`src/inc/rairr_defines.svh`:
```
// Offsets, field positions, reset values and timing of the routing registers
`ifndef RAIRR_DEFINES_SVH
`define RAIRR_DEFINES_SVH

// Register indices; byte address is four times the index
`define RAIRR_IDX_RIGHT_CTRL 8'h16
`define RAIRR_IDX_RSVD_GAP 8'h17
`define RAIRR_IDX_LEFT_CTRL 8'h18

// Field positions
`define RAIRR_DIFF_BIT 7
`define RAIRR_LEVEL_MSB 6
`define RAIRR_LEVEL_LSB 3
`define RAIRR_POWER_BIT 2
`define RAIRR_STEP_MSB 1
`define RAIRR_STEP_LSB 0
`define RAIRR_LEFT_RSVD_MASK 8'hf8

// Reset values
`define RAIRR_RST_RIGHT_CTRL 8'h78
`define RAIRR_RST_RSVD_GAP 8'h78
`define RAIRR_RST_LEFT_CTRL 8'h78

// Level codes
`define RAIRR_LEVEL_MAX 4'h8
`define RAIRR_LEVEL_DISC 4'hf

// Timing
`define RAIRR_CLK_HZ 40000000
`define RAIRR_SAMPLE_HZ 48000
`define RAIRR_SAMPLE_CYC (`RAIRR_CLK_HZ / `RAIRR_SAMPLE_HZ)

`endif

```
`src/inc/rairr_pkg.sv`:
```
// Types shared by the routing register bank and its gain stepper
package rairr_pkg;

	typedef logic [3:0] rairr_level_t;

	typedef enum logic [1:0] {
		RAIRR_STEP_EVERY = 2'b00,
		RAIRR_STEP_EVERY2 = 2'b01,
		RAIRR_STEP_OFF_A = 2'b10,
		RAIRR_STEP_OFF_B = 2'b11
	} rairr_step_t;

	typedef enum logic [1:0] {
		RAIRR_SEL_NONE = 2'b00,
		RAIRR_SEL_RIGHT = 2'b01,
		RAIRR_SEL_GAP = 2'b10,
		RAIRR_SEL_LEFT = 2'b11
	} rairr_sel_t;

	typedef enum logic [1:0] {
		RAIRR_STP_OFF = 2'b00,
		RAIRR_STP_SETTLED = 2'b01,
		RAIRR_STP_RAMP = 2'b10
	} rairr_stp_state_t;

endpackage : rairr_pkg

```
`src/rtl/rairr_regs.sv`:
```
// Right ADC input routing register bank with AHB-Lite slave
//
// The AHB-Lite slave port was chosen for this implementation.
`timescale 1ns/1ps
`include "rairr_defines.svh"

module rairr_regs (
	input wire logic hclk,
	input wire logic hresetn,
	input wire logic hsel,
	input wire logic [31:0] haddr,
	input wire logic [1:0] htrans,
	input wire logic hwrite,
	input wire logic [2:0] hsize,
	input wire logic [2:0] hburst,
	input wire logic [3:0] hprot,
	input wire logic hmastlock,
	input wire logic hready,
	input wire logic [31:0] hwdata,
	output logic [31:0] hrdata,
	output logic hreadyout,
	output logic hresp,
	output logic right_input1_diff,
	output logic left_input1_diff,
	output logic right_adc_power_up,
	output rairr_pkg::rairr_level_t right_line1_level,
	output logic right_line1_connect,
	output rairr_pkg::rairr_level_t left_line1_level,
	output logic left_line1_connect,
	output logic gain_step_tick
);
	import rairr_pkg::*;

	// ************************************************
	// Declarations
	// ************************************************
	logic [7:0] right_ctrl;
	logic [7:0] rsvd_gap;
	logic [7:0] left_ctrl;
	logic [7:0] next_right_ctrl;
	logic [7:0] next_rsvd_gap;
	logic [7:0] next_left_ctrl;
	logic addr_phase;
	logic wr_pend;
	rairr_sel_t wr_sel;
	rairr_sel_t addr_sel;
	logic [7:0] wbyte;
	logic [15:0] div_cnt;
	logic sample_tick;
	logic half_phase;
	logic step_en;
	rairr_step_t step_mode;
	logic wr_right;
	logic wr_gap;
	logic wr_left;
	logic div_wrap;
	logic [7:0] rd_byte;
	rairr_level_t right_target;
	rairr_level_t left_target;

	// ************************************************
	// Functions
	// ************************************************
	function automatic rairr_sel_t decode(input logic [31:0] a);
		rairr_sel_t s;
		s = RAIRR_SEL_NONE;
		if (a[1:0] == 2'b00) begin
			if (a[31:2] == {22'h0, `RAIRR_IDX_RIGHT_CTRL})
				s = RAIRR_SEL_RIGHT;
			else if (a[31:2] == {22'h0, `RAIRR_IDX_RSVD_GAP})
				s = RAIRR_SEL_GAP;
			else if (a[31:2] == {22'h0, `RAIRR_IDX_LEFT_CTRL})
				s = RAIRR_SEL_LEFT;
		end
		return s;
	endfunction : decode

	function automatic logic [7:0] pick(input rairr_sel_t s,
		input logic [7:0] r, input logic [7:0] g, input logic [7:0] l);
		logic [7:0] v;
		v = 8'h00;
		case (s)
			RAIRR_SEL_RIGHT: v = r;
			RAIRR_SEL_GAP: v = g;
			RAIRR_SEL_LEFT: v = l;
			default: v = 8'h00;
		endcase
		return v;
	endfunction : pick

	function automatic rairr_level_t level_of(input logic [7:0] r);
		return r[`RAIRR_LEVEL_MSB:`RAIRR_LEVEL_LSB];
	endfunction : level_of

	function automatic logic step_on(input rairr_step_t m);
		return (m == RAIRR_STEP_EVERY) || (m == RAIRR_STEP_EVERY2);
	endfunction : step_on

	// ************************************************
	// Address phase capture
	// ************************************************
	assign addr_phase = hsel && hready && htrans[1];
	assign addr_sel = decode(haddr);
	assign wbyte = hwdata[7:0];

	always_ff @(posedge hclk or negedge hresetn) begin
		if (!hresetn) begin
			wr_pend <= 1'b0;
		end else if (hready) begin
			// Only whole-word writes land
			wr_pend <= addr_phase && hwrite && (hsize == 3'b010);
		end
	end

	always_ff @(posedge hclk or negedge hresetn) begin
		if (!hresetn) begin
			wr_sel <= RAIRR_SEL_NONE;
		end else if (hready) begin
			wr_sel <= addr_sel;
		end
	end

	// ************************************************
	// Write strobes
	// ************************************************
	assign wr_right = wr_pend && (wr_sel == RAIRR_SEL_RIGHT);
	assign wr_gap = wr_pend && (wr_sel == RAIRR_SEL_GAP);
	assign wr_left = wr_pend && (wr_sel == RAIRR_SEL_LEFT);

	// ************************************************
	// Register next values
	// ************************************************
	always_comb begin
		next_right_ctrl = right_ctrl;
		if (wr_right)
			next_right_ctrl = wbyte;
	end

	always_comb begin
		next_rsvd_gap = rsvd_gap;
		if (wr_gap)
			next_rsvd_gap = wbyte;
	end

	always_comb begin
		next_left_ctrl = left_ctrl;
		if (wr_left)
			next_left_ctrl = wbyte & `RAIRR_LEFT_RSVD_MASK;
	end

	// ************************************************
	// Register storage
	// ************************************************
	always_ff @(posedge hclk or negedge hresetn) begin
		if (!hresetn) begin
			right_ctrl <= `RAIRR_RST_RIGHT_CTRL;
		end else begin
			right_ctrl <= next_right_ctrl;
		end
	end

	always_ff @(posedge hclk or negedge hresetn) begin
		if (!hresetn) begin
			rsvd_gap <= `RAIRR_RST_RSVD_GAP;
		end else begin
			rsvd_gap <= next_rsvd_gap;
		end
	end

	always_ff @(posedge hclk or negedge hresetn) begin
		if (!hresetn) begin
			left_ctrl <= `RAIRR_RST_LEFT_CTRL;
		end else begin
			left_ctrl <= next_left_ctrl;
		end
	end

	// ************************************************
	// Bus response
	// ************************************************
	// Read sees a write that completes on the same edge
	assign rd_byte = pick(addr_sel, next_right_ctrl, next_rsvd_gap,
		next_left_ctrl);

	always_ff @(posedge hclk or negedge hresetn) begin
		if (!hresetn) begin
			hrdata <= 32'h0000_0000;
		end else if (addr_phase && !hwrite) begin
			hrdata <= {24'h00_0000, rd_byte};
		end
	end

	always_ff @(posedge hclk or negedge hresetn) begin
		if (!hresetn) begin
			hreadyout <= 1'b1;
		end else begin
			// No wait states
			hreadyout <= 1'b1;
		end
	end

	always_ff @(posedge hclk or negedge hresetn) begin
		if (!hresetn) begin
			hresp <= 1'b0;
		end else begin
			// Every transfer answers OKAY
			hresp <= 1'b0;
		end
	end

	// ************************************************
	// Static routing outputs
	// ************************************************
	always_ff @(posedge hclk or negedge hresetn) begin
		if (!hresetn) begin
			right_input1_diff <= 1'b0;
		end else begin
			right_input1_diff <= right_ctrl[`RAIRR_DIFF_BIT];
		end
	end

	always_ff @(posedge hclk or negedge hresetn) begin
		if (!hresetn) begin
			left_input1_diff <= 1'b0;
		end else begin
			left_input1_diff <= left_ctrl[`RAIRR_DIFF_BIT];
		end
	end

	always_ff @(posedge hclk or negedge hresetn) begin
		if (!hresetn) begin
			right_adc_power_up <= 1'b0;
		end else begin
			right_adc_power_up <= right_ctrl[`RAIRR_POWER_BIT];
		end
	end

	// ************************************************
	// Sample period divider
	// ************************************************
	assign div_wrap = (div_cnt == 16'(`RAIRR_SAMPLE_CYC - 1));

	always_ff @(posedge hclk or negedge hresetn) begin
		if (!hresetn) begin
			div_cnt <= 16'h0000;
		end else if (div_wrap) begin
			div_cnt <= 16'h0000;
		end else begin
			div_cnt <= div_cnt + 16'h0001;
		end
	end

	always_ff @(posedge hclk or negedge hresetn) begin
		if (!hresetn) begin
			sample_tick <= 1'b0;
		end else begin
			sample_tick <= div_wrap;
		end
	end

	always_ff @(posedge hclk or negedge hresetn) begin
		if (!hresetn) begin
			half_phase <= 1'b0;
		end else if (sample_tick) begin
			half_phase <= ~half_phase;
		end
	end

	// ************************************************
	// Soft-step rate select
	// ************************************************
	assign step_mode = rairr_step_t'(
		right_ctrl[`RAIRR_STEP_MSB:`RAIRR_STEP_LSB]);

	// Right ctrl step field serves both followers
	// Stepping off for codes 10 and 11
	assign step_en = step_on(step_mode);

	always_ff @(posedge hclk or negedge hresetn) begin
		if (!hresetn) begin
			gain_step_tick <= 1'b0;
		end else begin
			case (step_mode)
				RAIRR_STEP_EVERY: gain_step_tick <= sample_tick;
				RAIRR_STEP_EVERY2:
					gain_step_tick <= sample_tick && half_phase;
				default: gain_step_tick <= 1'b0;
			endcase
		end
	end

	// ************************************************
	// Level followers
	// ************************************************
	// Right and left level fields
	assign right_target = level_of(right_ctrl);
	assign left_target = level_of(left_ctrl);

	rairr_level_stepper u_right_step (
		.hclk(hclk),
		.hresetn(hresetn),
		.step_tick(gain_step_tick),
		.step_en(step_en),
		.target(right_target),
		.level(right_line1_level),
		.connect(right_line1_connect)
	);

	rairr_level_stepper u_left_step (
		.hclk(hclk),
		.hresetn(hresetn),
		.step_tick(gain_step_tick),
		.step_en(step_en),
		.target(left_target),
		.level(left_line1_level),
		.connect(left_line1_connect)
	);

endmodule : rairr_regs

```
`src/rtl/rairr_level_stepper.sv`:
```
// Soft-stepping follower for one input level control
`timescale 1ns/1ps
`include "rairr_defines.svh"

module rairr_level_stepper (
	input wire logic hclk,
	input wire logic hresetn,
	input wire logic step_tick,
	input wire logic step_en,
	input wire rairr_pkg::rairr_level_t target,
	output rairr_pkg::rairr_level_t level,
	output logic connect
);
	import rairr_pkg::*;

	rairr_stp_state_t state;
	logic target_valid;

	// Codes 9..14 are undefined; treated as disconnect
	assign target_valid = (target <= `RAIRR_LEVEL_MAX);

	// ************************************************
	// Level follower
	// ************************************************
	always_ff @(posedge hclk or negedge hresetn) begin
		if (!hresetn) begin
			state <= RAIRR_STP_OFF;
			level <= `RAIRR_LEVEL_MAX;
			connect <= 1'b0;
		end else begin
			case (state)
				RAIRR_STP_OFF: begin
					// With stepping on, reconnect starts from deepest attenuation; with it off, the level goes straight to target
					if (target_valid) begin
						connect <= 1'b1;
						if (step_en) begin
							level <= `RAIRR_LEVEL_MAX;
							state <= RAIRR_STP_RAMP;
						end else begin
							level <= target;
							state <= RAIRR_STP_SETTLED;
						end
					end
				end
				RAIRR_STP_SETTLED, RAIRR_STP_RAMP: begin
					if (!target_valid) begin
						connect <= 1'b0;
						level <= `RAIRR_LEVEL_MAX;
						state <= RAIRR_STP_OFF;
					end else if (!step_en) begin
						level <= target;
						state <= RAIRR_STP_SETTLED;
					end else if (level == target) begin
						state <= RAIRR_STP_SETTLED;
					end else if (step_tick) begin
						level <= (level < target) ? level + 4'h1
							: level - 4'h1;
						state <= RAIRR_STP_RAMP;
					end else begin
						state <= RAIRR_STP_RAMP;
					end
				end
				default: begin
					state <= RAIRR_STP_OFF;
					connect <= 1'b0;
					level <= `RAIRR_LEVEL_MAX;
				end
			endcase
		end
	end

endmodule : rairr_level_stepper

```
`config.mk`:
```
export PLATFORM = sky130hd
export DESIGN_NAME = rairr_regs
export DESIGN_NICKNAME = d
export VERILOG_FILES = /design/src/inc/rairr_pkg.sv /design/src/rtl/rairr_regs.sv /design/src/rtl/rairr_level_stepper.sv
export VERILOG_INCLUDE_DIRS = /design/src /design/src/inc
export SDC_FILE = /design/constraint.sdc
export NUM_CORES = 1
export LEC_CHECK = 0
export ABC_AREA = 1
export BUFFER_PORTS_ARGS = -buffer_cell sky130_fd_sc_hd__buf_2
export CAP_MARGIN = 20
export CORE_MARGIN = 2
export CORE_UTILIZATION = 45
export DETAILED_ROUTE_END_ITERATION = 8
export PLACE_DENSITY = 0.73
export SYNTH_ARGS = -nofsm -noshare
export SYNTH_HDL_FRONTEND = slang
export SYNTH_SLANG_ARGS = --single-unit
```
`constraint.sdc`:
```
create_clock -name hclk -period 6.6 [get_ports hclk]
set_input_delay 1.98 -clock hclk [delete_from_list [all_inputs] [get_ports hclk]]
set_output_delay 1.98 -clock hclk [all_outputs]
set_load 0.02 [all_outputs]
```
==> run summary, run 1 <==
The flow ran to the end, and the final reports show no timing, DRC or antenna violations. The initialized floorplan defines 35 standard-cell rows. The number of antenna violations at the first check in global routing is 0.

After synthesis, the cell types taking the most area are dfrtp_1 34%, nand2_1 9.5%, dfstp_2 8.8%. Detailed routing inserted a total of 3594 vias. Count of different cell masters after synthesis: 41. The hold violation count in the final report came out at 0. TritonCTS built the clock tree.

The number of buffers and inverters on the critical path works out to 1. After detailed routing, the number of remaining DRC violations is 0. The highest cell delay on the worst timing path is 0.42 ns. The tools report the insertion delay of the later-clocked pin in the worst-skew pair as 0.34 ns. The worst-case IR drop observed on VDD is 0.0940 mV. The cell at the slowest stage of the critical path was nor2_4.

The worst setup path is launched from a primary input. Clock tree synthesis found a total of 71 sinks. In this run the standard cell core region covers 9150 um2.

Measured against its own limit, the worst slew margin works out to 42.4%. The clock passes through at most 2 buffers. Max-cap violations in this run came to 0. Routability-driven placement finished with a final weighted congestion of 0.916. The achievable clock frequency is 311 MHz.

In this run the cell area measured after placement is 4520 um2. The total wire length is 8790 um. Broken down by cell family, the worst path's largest delay share belongs to simple AND/OR/NAND/NOR gates. Endpoint kind of the worst setup timing path: a flop. Clock-pin slew reported for the worst setup and hold paths after clock tree synthesis: 0.07 ns.

The logs give 0 for the antenna violation net count after detailed routing and 4190 um2 for the summed instance area of the synthesized netlist. Summing the sequential cell areas from Yosys gives 42.8% of the chip area. At the placement stage, the worst setup path has a slack of 3.06 ns. The flop-to-flop setup slack is 3.97 ns. The tools report the cell area after layout as 4690 um2.

The die span in y was 100 um; the synthesis warning total was 0. After synthesis, the mean cell area works out to 8.10 um2. Measured on the finished design, the core utilization comes to 51.2%. For this design the static power due to leakage is 2.61 nW. Setup slack closes at 3.38 ns. By startpoint and endpoint, the worst setup path is classified as in2reg. The cell type contributing the most total cell area after synthesis was dfrtp_1.

The area share of the largest cell type after synthesis works out to 34.1%. In the final routed layout, each cell accounts on average for 12.5 um. Between clock sinks in the finished design, the worst skew comes to 0.0109 ns.

Once the clock tree was built, the resizer swapped 0 gates to a different size. The number of buffers inserted by port buffering was 70; the count of non-filler cells in the finished layout was 705. The total power density per cell area was 169 nW/um2; the data arrival time of the critical path was 3.50 ns.

After the first detailed-routing iteration, the DRC count stood at 228. The count of antenna diodes in the layout was 0. After layout, the minimum clock period comes to 3.22 ns.

Setup repair after global routing left no endpoint under its margin. In this run the horizontal extent of the chip is 100 um. The tools report the initial core utilization as 45.8%.

Using the TritonRoute via totals, the vias-per-cell ratio works out to 5.10. The die covers 10100 um2. The tools report the number of placed I/O pins as 130.

Overall power after layout: 0.791 mW. The tightest hold path in the finished design has a slack of 0.378 ns. Level count of the clock H-tree: 3. Including well taps, the total number of placed cells is 689. The area added between synthesis and finish was 11.9%; the slew at the pin closest to its max-slew limit was 0.864 ns.

The highest metal layer carrying signal wires in the routed design is met4. The total count of max-transition violations in the final report came out at 0. Setup violations remaining at the end of the flow were counted as 0. The routed length on met2 was 4270 um; the total number of nets in the final design was 691. The root buffer cell chosen for the clock tree is clkbuf_8. The synthesized design contains 71 register bits.

The first detailed-routing pass ran for 5 iterations. Dividing the final minimum period by the clock period gives 48.7%. The largest fanout on the critical path was 25. For the final sum of negative setup slack, the log shows 0 ns.

The path class of the tightest hold or removal check is reg2reg. The aggregate global routing overflow is 0, and the wire length on met3 is 405 um. The logs give 0 for the number of setup buffers added after CTS and 0 for the total of hold buffers inserted after clock tree synthesis. The first global-routing pass estimated 14900 um of wire. The pin count of the biggest net entering global routing was 72. After detailed routing, the wire length on met1 is 3970 um. The tools report the via count of the first global-routing pass as 3511. The critical path goes through buf_2, nor2_1, nand2_1, nor2_1, nand2_1, nor2_4, nand2_1, nor2_4, nand2_1, nand2_1.

The fraction of final layout cells sized beyond drive strength 1 was 20.0%. The cell repeated most along the worst path was nand2_1. In this run, CTS created clock tree buffers numbering 9. The wire-length estimate of the detail-placed layout is 6470 um.

For the worst setup path, the data required time is 6.88 ns. Across every metal layer, demand over resource in global routing totals 18.1%. Synthesis produced a netlist whose cell count is 517.
-- cell usage in the layout, fill, tap and decap left out, drive strengths merged, types with 7 or more instances in the layout --
cell type	Yosys	layout
nand2	109	109
inv	73	73
buf	34	71
dfrtp	57	57
nand3	53	53
o21ai	40	40
nor2	37	37
conb	2	26
a21oi	19	19
ha	18	18
clkbuf	0	15
nand4	14	14
dfstp	14	14
xor2	9	9
nor3	7	7
-- cell usage after synthesis (all sizes together) --
master,n
a31o,1
xnor2,1
xor2,9
a21boi,1
o21ai,40
o21bai,3
a21o,2
conb,2
dfrtp,57
nand4,14
and3,1
nor3b,2
nor4,3
o31ai,4
nand3,53
o22ai,5
or2,1
ha,18
a21oi,19
inv,73
and2,1
nor2,37
nand2,109
clkinv,1
buf,34
fa,2
nor3,7
dfstp,14
o2111ai,1
nand3b,2
-- logic make-up (layout without fill, tap and decap cells) --
group	count (synthesis)	count (layout)	synth area share (%)
and+or+nand+nor	230	230	25.5
buffers and inverters	108	161	12.8
AOI/OAI and AO/OA	76	76	10.2
DFF	71	71	42.8
adders and majority gates	20	20	6.33
xor gates and xnor gates	10	10	2.09
other	2	26	0.179
-- layer usage --
| metal | global-route usage, % | up-vias |
|---|---|---|
| met4 | 6.85 | 0 |
| met3 | 3.40 | 18 |
| met1 | 23.2 | 1698 |
| met2 | 30.6 | 103 |
| li1 | - | 1775 |
| met5 | 0 | - |
-- final timing paths --
path	startpoint	endpoint	cells after the start
hold reg to reg	left_ctrl[7]	left_input1_diff	0
setup / recovery	haddr[1]	hrdata[4]	10
min in group asynchronous	hresetn	u_right_step.state[0]	2
setup reg to reg	left_ctrl[6]	u_left_step.level[3]	13
hold / removal	left_ctrl[7]	left_input1_diff	0
max in group asynchronous	hresetn	rsvd_gap[1]	2
-- flip-flops by register name, summed over array words and instances, names as in the netlist, 2 cells and up --
register            cells
u_left_step.state       2
u_left_step.level       4
hrdata                  8
div_cnt                16
left_ctrl               8
rsvd_gap                8
u_right_step.level      4
u_right_step.state      2
wr_sel                  2
right_ctrl              8
-- where the power goes --
part / total [mW] / leakage, nW / switching [mW] / internal, mW
combinational: 0.0446 / 1.65 / 0.0317 / 0.0129
clock: 0.310 / 0.0877 / 0.153 / 0.157
sequential: 0.436 / 0.866 / 0.000149 / 0.436
-- area by class of cell --
class | instances | area (um2)
clock buffer | 15 | 166
clock inverter | 1 | 5.00
fill | 863 | 4470
inverter | 74 | 278
multi-input combinational | 362 | 1950
sequential | 71 | 1790
tap | 111 | 139
timing repair buffer | 71 | 358
(Power assumes the default switching activity.)
==> run 2, diff against run 1 <==
--- a/config.mk
+++ b/config.mk
@@ -12,7 +12,7 @@
 export CORE_MARGIN = 2
 export CORE_UTILIZATION = 45
 export DETAILED_ROUTE_END_ITERATION = 8
-export PLACE_DENSITY = 0.73
+export PLACE_DENSITY = 0.75
 export SYNTH_ARGS = -nofsm -noshare
 export SYNTH_HDL_FRONTEND = slang
 export SYNTH_SLANG_ARGS = --single-unit
==> constraint.sdc (replaced) <==
create_clock -name hclk -period 2.86 [get_ports hclk]
set_input_delay 0.858 -clock hclk [delete_from_list [all_inputs] [get_ports hclk]]
set_output_delay 0.858 -clock hclk [all_outputs]
set_load 0.02 [all_outputs]
==> run 2 against run 1 <==
  * Clock power rose to 2.7 times the previous value
  * First-iteration DRC count is 17% higher
  * Sequential power rose by 130%
  * Combinational power is 140% higher
  * Core utilization rose by 0.71 points
  * Sequential cell count stayed put
  * Routed wire length decreased by 0.20%
  * Hold slack about the same
  * Critical endpoint is now u_right_step.level[3]
==> run summary, run 2 (synthesis results as in run 1) <==
The run finished with clean final reports. The tools report the kind of start point of the critical path as a flop. The flop-to-flop setup slack came out at 0.40 ns. The run gives 0 as the post-route DRC violation count. The via count of the routed design is 3544.

For the final routed database, the setup TNS stands at 0 ns. The area of the multi-input gates is 1950 um2, and the initial core utilization is 45.8%. 130 I/O pins were placed.

For the critical path data required time, the log shows 3.14 ns. After detailed routing, the average wire length per cell comes to 12.4 um. The first global-routing pass estimated 14900 um of wire.

The area added between synthesis and finish is 13.5%. The post-route netlist has 20.8% of its cells at a drive strength greater than 1. Summing all non-filler instances in the final layout gives an area of 4750 um2. The routed design uses 4290 um of met2 wire. The HPWL after detailed placement is 6470 um.

In the routed layout, each cell is associated on average with a via count of 5.01. The logs give 61.1% for the max-slew headroom at the worst pin and 0 for the antenna violation net count after detailed routing. The number of clock buffers added by TritonCTS is 9. The fraction of the cycle the final worst path needs came out at 85.9%.

More flip-flops sit in one register than any other, and that register is div_cnt. The hold violation count in the final report was 0. Setup repair after global routing left no endpoint under its margin.

Final hold analysis gives a worst-case slack of 0.379 ns. Leaving out fill and tap cells, the most frequent cell in the layout is nand2_1. Smallest setup slack after layout: 0.404 ns.

Clock-pin slew was measured on the worst setup and hold paths at 0.07 ns. The flip-flop and latch area is 1790 um2. The top cell types in the final layout, fill and taps aside, are 106 x nand2_1, 70 x buf_2, 69 x inv_1, 57 x dfrtp_1, 50 x nand3_1. The repair_antennas step left the layout with diodes totalling 0.

Measured along the x axis, the die boundary spans 100 um. The worst-case IR drop observed on VDD is 0.190 mV. Class of the most critical hold timing path: reg2reg. The total number of nets in the final design is 693, and the total count of max-transition violations in the final report is 0.

The maximum clock skew at final layout is 0.00877 ns, and the largest fanout on the critical path is 5. After detailed routing, the total wire length is 8770 um. Summing internal, switching and leakage power gives 1.95 mW. The tools report the number of max-cap violations as 0.

The logs give 9150 um2 for the standard cell core area and 3950 um for the detailed-route wire length on metal 1. The layout filler cell count was 825; the shortest clock period the worst path allows after layout was 2.46 ns. The worst setup path is captured at a flop.

In this run, post-CTS hold repair placed 0 buffers. Routability-driven placement finished with a final weighted congestion of 0.893. The tree is rooted in a clkbuf_8. The logs give 0 for the number of setup buffers added after CTS and 72 for the pin count of the biggest net entering global routing. The longest clock path from root to sink contains 2 buffers.

The clock net in this run drives a total of 71 sinks. By startpoint and endpoint, the worst setup path is classified as reg2reg. The logs give 3425 for the via count of the first global-routing pass and 407 MHz for the achievable clock frequency. The register with the most flip-flops in the layout has 16 of them. The highest layer touched by signal routing is met4. In this run the power density over the cells is 411 nW/um2. Area of the die: 10100 um2. In this run the vertical extent of the chip is 100 um. The number of cell rows was 35. The final setup violation count was 0. For the pin with the worst max-slew slack, the measured transition is 0.582 ns.

Post-CTS repair changed the size of 0 cells. The wire length on met3 was 322 um; the data arrival time of the critical path was 2.74 ns. For the total cell area at the placement stage, the log shows 4540 um2.

The tools report the insertion delay of the later-clocked pin in the worst-skew pair as 0.35 ns. Before antenna repair, the detailed router went through 5 iterations. The clock tree synthesis step divided the H-tree into 3 levels. The number of buffers inserted by port buffering came out at 70. Global routing consumed, over all layers together, 18.3% of the routing resources. TritonCTS built the clock tree.

The number of antenna violations at the first check in global routing is 0, and the worst setup slack after placement is 0.442 ns. The number of DRC markers in iteration 0 was 266; the total leakage power was 2.64 nW. For the aggregate global routing overflow, the log shows 0.
-- run 2: cell types whose count changed in the layout (fill, tap and decap cells not counted), sizes merged --
cell / change
buf: +2
clkbuf: -2
bufinv: +1
clkinv: +1
-- run 2: layout make-up --
class,count,area share [%]
multi-input combinational,362,41.0
sequential,71,37.8
timing repair buffer,73,8.11
inverter,74,5.85
clock buffer,13,3.55
tap,111,2.92
clock inverter,3,0.843
-- run 2: per-stage QoR --
stage	util, %	cells
after CTS	51.9	707
final	51.9	707
after global placement	49.6	691
after floorplan	-	541
after global routing	51.9	707
after detailed placement	49.6	691
-- run 2: worst max-delay path: stages (launching register included) --
cell      delay [ns]
dfstp_2         0.57
inv_1           0.06
ha_1            0.28
nand2_1         0.09
inv_1           0.04
a21oi_1         0.18
inv_1           0.11
ha_1            0.33
a21oi_1         0.22
nand3b_1        0.13
nand2_1         0.08
nand2_1         0.05
nand3_1         0.07
nand2_1         0.05
a21oi_1         0.12
-- run 2: per-layer routing --
layer	up-vias	global-route usage [%]
li1	1790	-
met1	1649	23.5
met2	87	30.9
met3	18	2.70
met4	0	7.80
met5	-	0
-- run 2: power breakdown --
group	total [mW]	leakage, nW	internal (mW)	switching [mW]
clock network	0.841	0.109	0.472	0.369
registers	1.01	0.866	1.01	0.000332
logic	0.107	1.67	0.0318	0.0747
-- run 2: worst paths after layout --
path                                          to  cells past startpoint          start
min in group asynchronous  u_right_step.state[1]                      2        hresetn
max in group asynchronous          right_ctrl[3]                      2        hresetn
hold reg to reg                right_input1_diff                      0  right_ctrl[7]
setup / recovery           u_right_step.level[3]                     14  right_ctrl[6]
hold / removal                 right_input1_diff                      0  right_ctrl[7]
setup reg to reg           u_right_step.level[3]                     14  right_ctrl[6]
